`config.mk`:
```
export PLATFORM = sky130hd
export DESIGN_NAME = ildd_decoder
export DESIGN_NICKNAME = d
export VERILOG_FILES = /design/src/include/ildd_pkg.sv /design/src/include/ildd_win_if.sv /design/src/hw/ildd_decoder.sv /design/src/hw/ildd_window.sv
export SDC_FILE = /design/constraint.sdc
export NUM_CORES = 1
export LEC_CHECK = 0
export BUFFER_PORTS_ARGS = -buffer_cell sky130_fd_sc_hd__clkbuf_2
export CORE_MARGIN = 4
export CORE_UTILIZATION = 28
export CTS_CLUSTER_SIZE = 24
export DETAILED_ROUTE_END_ITERATION = 12
export PLACE_DENSITY_LB_ADDON = 0.05
export SKIP_CTS_REPAIR_TIMING = 1
export SLEW_MARGIN = 20
export SYNTH_ARGS = -nofsm -noshare
export SYNTH_HDL_FRONTEND = slang
export SYNTH_SLANG_ARGS = --single-unit
```
`constraint.sdc`:
```
create_clock -name clock -period 2.8 [get_ports clock]
set_input_delay 0.14 -clock clock [delete_from_list [all_inputs] [get_ports clock]]
set_output_delay 0.14 -clock clock [all_outputs]
set_load 0.02 [all_outputs]
```
`src/include/ildd_pkg.sv`:
```
// constants shared by the logical device address decoder
package ildd_pkg;
  // logical device numbers used on the configuration port
  localparam logic [7:0]  LDN_FLOPPY    = 8'h00;
  localparam logic [7:0]  LDN_PAR       = 8'h03;
  localparam logic [7:0]  LDN_SER1      = 8'h04;
  localparam logic [7:0]  LDN_SER2      = 8'h05;
  // configuration indices of the base registers
  localparam logic [7:0]  IDX_BASE_HI   = 8'h60;
  localparam logic [7:0]  IDX_BASE_LO   = 8'h61;
  localparam logic [7:0]  IDX_IR_HI     = 8'h62;
  localparam logic [7:0]  IDX_IR_LO     = 8'h63;
  // permitted base range, and the base loaded at reset
  localparam logic [15:0] BASE_MIN      = 16'h0100;
  localparam logic [15:0] BASE_MAX8     = 16'h0ff8;
  localparam logic [15:0] BASE_MAX4     = 16'h0ffc;
  localparam logic [15:0] BASE_RST      = 16'h0000;
  // extended parallel registers sit this far above the base
  localparam logic [15:0] PAR_EXT_OFS   = 16'h0400;
  localparam logic [1:0]  PAR_EXT_LAST  = 2'h2;
  localparam logic [2:0]  EPP_FIRST     = 3'h3;
  localparam logic [2:0]  IR_MASTER     = 3'h7;
  // fixed addresses
  localparam logic [15:0] KBD_DATA      = 16'h0060;
  localparam logic [15:0] KBD_CMD       = 16'h0064;
  localparam logic [15:0] RTC_IDX0      = 16'h0070;
  localparam logic [15:0] RTC_DATA      = 16'h0071;
  localparam logic [15:0] RTC_IDX1      = 16'h0074;
  // base register slots
  localparam int          B_FLOPPY      = 0;
  localparam int          B_PAR         = 1;
  localparam int          B_SER1        = 2;
  localparam int          B_SER2        = 3;
  localparam int          B_IR          = 4;
  localparam int          NBASE         = 5;
  // address windows; the extended parallel window reuses the parallel base
  localparam int          W_PAR_EXT     = 5;
  localparam int          NWIN          = 6;
  // select vector bit positions
  localparam int          S_FLOPPY      = 0;
  localparam int          S_PAR         = 1;
  localparam int          S_SER1        = 2;
  localparam int          S_SER2        = 3;
  localparam int          S_IR          = 4;
  localparam int          S_RTC         = 5;
  localparam int          S_KBD         = 6;
  localparam int          NSEL          = 7;
endpackage

```
`src/include/ildd_win_if.sv`:
```
// carrier between the decoder and one relocatable address window matcher
`timescale 1ns/100ps
interface ildd_win_if;
  logic [15:0] addr;
  logic [15:0] base;
  logic        hit;
  logic        base_ok;
  modport requester (output addr, output base, input hit, input base_ok);
  modport matcher   (input addr, input base, output hit, output base_ok);
endinterface

```
`src/hw/ildd_decoder.sv`:
```
// host i/o address decoder for the logical devices, with base registers
`timescale 1ns/100ps
module ildd_decoder (
  input  wire logic                      clock,              // 100 mhz bus clock
  input  wire logic                      rst_n,              // async reset, active low
  input  wire logic [15:0]               io_addr,            // host address pins
  input  wire logic                      io_rd_n,            // host i/o read strobe pin
  input  wire logic                      io_wr_n,            // host i/o write strobe pin
  input  wire logic                      io_aen,             // dma address enable pin, high blocks decode
  input  wire logic                      cfg_wr,             // configuration write pulse
  input  wire logic                      cfg_rd,             // configuration read pulse
  input  wire logic [7:0]                cfg_ldn,            // selected logical device number
  input  wire logic [7:0]                cfg_index,          // configuration register index
  input  wire logic [7:0]                cfg_wdata,          // configuration write data
  output logic      [7:0]                cfg_rdata,          // configuration read data
  output logic      [ildd_pkg::NSEL-1:0] dev_sel,            // one-hot logical device select
  output logic                           epp_sel,            // enhanced parallel address/data access
  output logic                           ecp_ext_sel,        // extended parallel register access
  output logic      [2:0]                reg_offset,         // register offset inside the window
  output logic                           io_read,            // decoded access is a read
  output logic                           io_write,           // decoded access is a write
  output logic                           zero_wait_state_n,  // open-drain value, low when driven
  output logic                           zero_wait_state_oe  // high while driving the line low
);
  typedef struct packed {
    logic [15:0]                           a1;
    logic [15:0]                           a2;
    logic                                  rd1_n;
    logic                                  rd2_n;
    logic                                  wr1_n;
    logic                                  wr2_n;
    logic                                  aen1;
    logic                                  aen2;
    logic [ildd_pkg::NBASE-1:0][15:0]      base;
    logic [ildd_pkg::NSEL-1:0]             sel;
    logic                                  epp;
    logic                                  ecp;
    logic [2:0]                            ofs;
    logic                                  rd;
    logic                                  wr;
    logic                                  nows;
    logic [7:0]                            rdata;
  } ildd_dec_state_t;

  localparam ildd_dec_state_t ST_RST = '{
    a1: 16'h0000, a2: 16'h0000, rd1_n: 1'b1, rd2_n: 1'b1, wr1_n: 1'b1, wr2_n: 1'b1,
    aen1: 1'b1, aen2: 1'b1, base: {ildd_pkg::NBASE{ildd_pkg::BASE_RST}},
    sel: '0, epp: 1'b0, ecp: 1'b0, ofs: 3'h0, rd: 1'b0, wr: 1'b0, nows: 1'b0, rdata: 8'h00};

  ildd_dec_state_t q;
  ildd_dec_state_t d;

  // base slot reached by a configuration access, or -1 when nothing is mapped
  function automatic int base_slot(input logic [7:0] ldn, input logic [7:0] idx);
    int s;
    s = -1;
    if (idx == ildd_pkg::IDX_BASE_HI || idx == ildd_pkg::IDX_BASE_LO)
    begin
      unique case (ldn)
        ildd_pkg::LDN_FLOPPY: s = ildd_pkg::B_FLOPPY;
        ildd_pkg::LDN_PAR:  s = ildd_pkg::B_PAR;
        ildd_pkg::LDN_SER1: s = ildd_pkg::B_SER1;
        ildd_pkg::LDN_SER2: s = ildd_pkg::B_SER2;
        default:            s = -1;
      endcase
    end
    else if ((idx == ildd_pkg::IDX_IR_HI || idx == ildd_pkg::IDX_IR_LO) && ldn == ildd_pkg::LDN_SER2)
      s = ildd_pkg::B_IR;
    return s;
  endfunction

  // six relocatable windows; the extended parallel one looks at address minus 0x400
  ildd_win_if win [ildd_pkg::NWIN] ();
  logic [ildd_pkg::NWIN-1:0] w_hit;
  logic [ildd_pkg::NWIN-1:0] w_ok;

  for (genvar i = 0; i < ildd_pkg::NWIN; i++)
  begin : g_win
    localparam bit IS_EXT = (i == ildd_pkg::W_PAR_EXT);
    localparam bit IS_PAR = (i == ildd_pkg::B_PAR) || IS_EXT;
    assign win[i].addr = IS_EXT ? 16'(q.a2 - ildd_pkg::PAR_EXT_OFS) : q.a2;
    assign win[i].base = q.base[IS_EXT ? ildd_pkg::B_PAR : i];
    assign w_hit[i]    = win[i].hit;
    assign w_ok[i]     = win[i].base_ok;
    ildd_window #(
      .ALIGN_BITS (IS_PAR ? 2 : 3),
      .MAX_BASE   (IS_PAR ? ildd_pkg::BASE_MAX4 : ildd_pkg::BASE_MAX8)
    ) u_win (
      .w (win[i])
    );
  end

  logic cyc;
  logic par8;
  assign cyc  = !q.aen2 && (!q.rd2_n || !q.wr2_n);
  assign par8 = w_ok[ildd_pkg::B_PAR] && !q.base[ildd_pkg::B_PAR][2];

  always_comb
  begin
    int slot;
    slot = base_slot(cfg_ldn, cfg_index);
    d = q;
    // pins pass two flops before anything decodes them
    d.a1    = io_addr;
    d.a2    = q.a1;
    d.rd1_n = io_rd_n;
    d.rd2_n = q.rd1_n;
    d.wr1_n = io_wr_n;
    d.wr2_n = q.wr1_n;
    d.aen1  = io_aen;
    d.aen2  = q.aen1;

    if (cfg_wr && slot >= 0)
    begin
      if (cfg_index[0])
        d.base[slot][7:0] = cfg_wdata;
      else
        d.base[slot][15:8] = cfg_wdata;
    end
    d.rdata = q.rdata;
    if (cfg_rd)
      d.rdata = (slot < 0) ? 8'h00 : (cfg_index[0] ? q.base[slot][7:0] : q.base[slot][15:8]);

    d.sel  = '0;
    d.epp  = 1'b0;
    d.ecp  = 1'b0;
    d.ofs  = q.a2[2:0];
    d.nows = 1'b0;
    if (cyc)
    begin
      // fixed devices compare the full sixteen bits
      if (q.a2 == ildd_pkg::KBD_DATA || q.a2 == ildd_pkg::KBD_CMD)
        d.sel[ildd_pkg::S_KBD] = 1'b1;
      else if (q.a2 == ildd_pkg::RTC_IDX0 || q.a2 == ildd_pkg::RTC_DATA
               || q.a2 == ildd_pkg::RTC_IDX1)
        d.sel[ildd_pkg::S_RTC] = 1'b1;
      // overlapping windows resolve by fixed priority so the select stays one-hot
      else if (w_hit[ildd_pkg::B_FLOPPY])
        d.sel[ildd_pkg::S_FLOPPY] = 1'b1;
      else if (w_hit[ildd_pkg::B_PAR] && q.a2[1:0] != 2'h3)
        d.sel[ildd_pkg::S_PAR] = 1'b1;
      else if (par8 && q.a2[15:3] == q.base[ildd_pkg::B_PAR][15:3] && q.a2[2:0] >= ildd_pkg::EPP_FIRST)
      begin
        d.sel[ildd_pkg::S_PAR] = 1'b1;
        d.epp                  = 1'b1;
      end
      else if (par8 && w_hit[ildd_pkg::W_PAR_EXT] && q.a2[1:0] <= ildd_pkg::PAR_EXT_LAST)
      begin
        d.sel[ildd_pkg::S_PAR] = 1'b1;
        d.ecp                  = 1'b1;
      end
      else if (w_hit[ildd_pkg::B_SER1])
        d.sel[ildd_pkg::S_SER1] = 1'b1;
      else if (w_hit[ildd_pkg::B_SER2])
        d.sel[ildd_pkg::S_SER2] = 1'b1;
      else if (w_hit[ildd_pkg::B_IR])
        d.sel[ildd_pkg::S_IR] = 1'b1;
      // wait states only for enhanced data/address and clock data
      d.nows = (|d.sel) && !d.epp && (q.a2 != ildd_pkg::RTC_DATA);
    end
    d.rd = cyc && !q.rd2_n && (|d.sel);
    d.wr = cyc && !q.wr2_n && (|d.sel);
  end

  always_ff @(posedge clock or negedge rst_n)
  begin
    if (!rst_n)
      q <= ST_RST;
    else
      q <= d;
  end

  assign cfg_rdata          = q.rdata;
  assign dev_sel            = q.sel;
  assign epp_sel            = q.epp;
  assign ecp_ext_sel        = q.ecp;
  assign reg_offset         = q.ofs;
  assign io_read            = q.rd;
  assign io_write           = q.wr;
  assign zero_wait_state_n  = 1'b0;
  assign zero_wait_state_oe = q.nows;
endmodule // ildd_decoder

```
`src/hw/ildd_window.sv`:
```
// full-width match of one host address against one relocatable base
`timescale 1ns/100ps
module ildd_window #(
  parameter int          ALIGN_BITS = 3,
  parameter logic [15:0] MAX_BASE   = 16'h0ff8
) (
  ildd_win_if.matcher w   // address and base in, hit and range flag out
);
  if (ALIGN_BITS < 2 || ALIGN_BITS > 3)
  begin : g_bad_align
    $error("ildd_window: ALIGN_BITS must be 2 or 3");
  end

  // base must be aligned and inside the permitted range, else the device is deaf
  assign w.base_ok = (w.base >= ildd_pkg::BASE_MIN) && (w.base <= MAX_BASE)
                     && (w.base[ALIGN_BITS-1:0] == '0);
  // every address bit above the window is compared, none truncated
  assign w.hit     = w.base_ok && (w.addr[15:ALIGN_BITS] == w.base[15:ALIGN_BITS]);
endmodule // ildd_window

```
==> flow_summary.toml <==
[routing]
wire_per_inst_um = 21.8
dr.pass1.iters = 5
num_vias = 4896
ant_nets = 0
drtIter0Drc = 309
routed_wl_um = 21500
avgViaCountPerCell = 4.96
post-route-drc-count = 0

[pwr]
p_leak_uw = 0.00401
p_int_uw = 3520
p_comb_share_pct = 6.2
p_switching_uw = 1110
clkPwrFrac_pct = 48.3
p_per_area_mw_per_mm2 = 553
swShare_pct = 24.0
seqPwrFrac_pct = 45.5
irDropWorstVdd_v = 0.000262

[setup_path]
required_ns = 3.13
cp.arrival_ns = 2.67
path_cells = "or4_4 -> nor4_4 -> nand4_1 -> o41ai_2 -> nand2b_1 -> a211oi_1"
crit_type = "reg2reg"
r2r-start = "win[1].base[0]"
critical_path.endpoint_type = "register"
cpLargestDelayFamily = "simple AND/OR/NAND/NOR gates"
startpoint = "win[1].base[0]"
cp-start-kind = "register"
cp_slowest_cell = "or4_4"
cp_max_fo = 6
cp_num_buf_inv = 0
crit_path_max_incr_delay_ns = 0.59

[timing]
slew_headroom_pct = 37.9
rsz0062_at_grt = "no"
tightestPinTransition_ns = 0.908
fin_crit_ns = 2.34
setup_viol = 0
slew_viol_final = 0
fin_crit_sh_pct = 83.6
final_hold_viol_count = 0
fin_skew_ns = 0.0135
fin_hold_ws_ns = 0.185
max_freq_ghz = 0.427
setup_tns_ns = 0

[cts]
clockBufferDepth = 2
cts_buffers = 17
clock_sinks = 141
htree_levels = 4
cts_root_buf = "clkbuf_16"
insertion_delay_ns = 0.42
cts_tree = "yes"
clk_pin_slew_ns = 0.06

[yosys]
ys_ff_latch = 141
syn_area_mm2 = 0.00691
ys_seq_area_share_pct = 51.1
yosysUniqueCellTypes = 66
avgSynthCellArea_um2 = 12.1
synth_edf_count = 0
ys_async_sr_fraction_pct = 100
yosys-top-cells-count = "135 x dfrtp_1, 78 x mux2_2, 32 x xnor2_1"
synth_top_area_share_pct = 48.9
synth_warnings = 0
synthFlopType = "dfrtp_1"
synth_largest_area_cell = "dfrtp_1"
synth_area_leaders = "dfrtp_1 49%, mux2_2 13%, xnor2_1 4.1%"
synth_most_common_cell = "dfrtp_1"
synth_nets = 619
netlist_instances = 570

[global_route]
grt_pass1_vias = 5059
overflow = 0
antenna_found_initial = 0
grt_pass1_wl_um = 32400
grt_use_total_pct = 16.3
grt_max_degree = 61

[job]
cap_violations = 0

[place]
place_congestion = 0.831
port_buffers = 69
placed_area_mm2 = 0.00758
dp_hpwl_um = 15900
dp_cells = 936

[min_path]
hp-class = "in2reg"
worstHoldStart = "cfg_wdata[7]"

[final_layout]
insertedDiodeCount = 0
drive_gt1_share_pct = 34.7
fin_area_mm2 = 0.00836
nFillCells = 2391
finalNetCount = 700
final_cells = 987
syn_to_final_growth_pct = 20.9

[die]
die_h_um = 165
initial_core_util_pct = 28.4
io-pin-count = 71
fp.coreArea_mm2 = 0.0243
rows = 57
dieWidth_um = 165
dieArea_mm2 = 0.0273

[outcome]
outcome = "completed"
## through the flow
stage          setup WS (ns)  utilization [%]  total power (uW)
2_1_floorplan          0.626                -              2250
3_3_place_gp           0.173             31.2              2410
3_5_place_dp           0.147             31.2              2410
4_1_cts                0.424             33.6              4680
5_1_grt                0.232             34.4              4810
6_report               0.460             34.4              4630
## sequential cells by signal (all words and copies together), names as in the netlist
name	flops
win.base	80
d	19
win.addr	16
cfg_rdata	8
dev_sel	7
q	3
reg_offset	3
ecp_ext_sel	1
epp_sel	1
io_read	1
io_write	1
zero_wait_state_oe	1
## kinds of logic after synthesis
| group | synth area share (%) |
|---|---|
| AOI/OAI and AO/OA | 9.56 |
| DFF | 51.1 |
| buffers and inverters | 4.29 |
| other | 0.0542 |
| and+or+nand+nor | 12.5 |
| xor gates and xnor gates | 6.59 |
| adders and majority gates | 0.362 |
| muxes | 15.5 |
## layout make-up
type	instances	area, um^2	area share, %
tap	324	405	4.85
sequential	141	3540	42.3
clock inverter	12	136	1.63
timing repair buffer	112	737	8.81
inverter	6	22.5	0.269
multi-input combinational	373	3080	36.8
clock buffer	19	443	5.30
## path summary, 6_finish.rpt
path,slack (ns),cells after the start,to
hold / removal,0.19,2,win[2].base[7]
setup reg to reg,0.46,6,io_read
min in group asynchronous,0.22,2,win[1].base[0]
setup / recovery,0.46,6,io_read
max in group asynchronous,1.69,3,d[105]
hold reg to reg,0.35,0,win[0].addr[2]
## cell usage in the layout (no fill, tap or decap), types with 16 or more instances in the layout
cell	instances
dfrtp_1	135
mux2_2	78
clkbuf_2	68
xnor2_1	32
buf_4	22
a21oi_1	20
xor2_1	20
dlygate4sd3_1	20
o21ai_0	18
nand2_1	17
clkbuf_16	17
nor2_1	16
## power by group through the flow
stage          sequential [uW]  clock (uW)  combinational, uW
2_1_floorplan             2120           0                135
3_3_place_gp              2140           0                269
3_5_place_dp              2140           0                269
4_1_cts                   2110        2300                271
5_1_grt                   2110        2380                319
6_report                  2110        2230                286
## per-layer routing
metal,track usage (%),vias up,share of wire [%]
met1,23.4,2538,48
li1,-,2226,-
met4,4.35,0,1.5
met5,0,-,0
met3,3.47,20,3.8
met2,25.1,112,46
(Power assumes the default switching activity.)
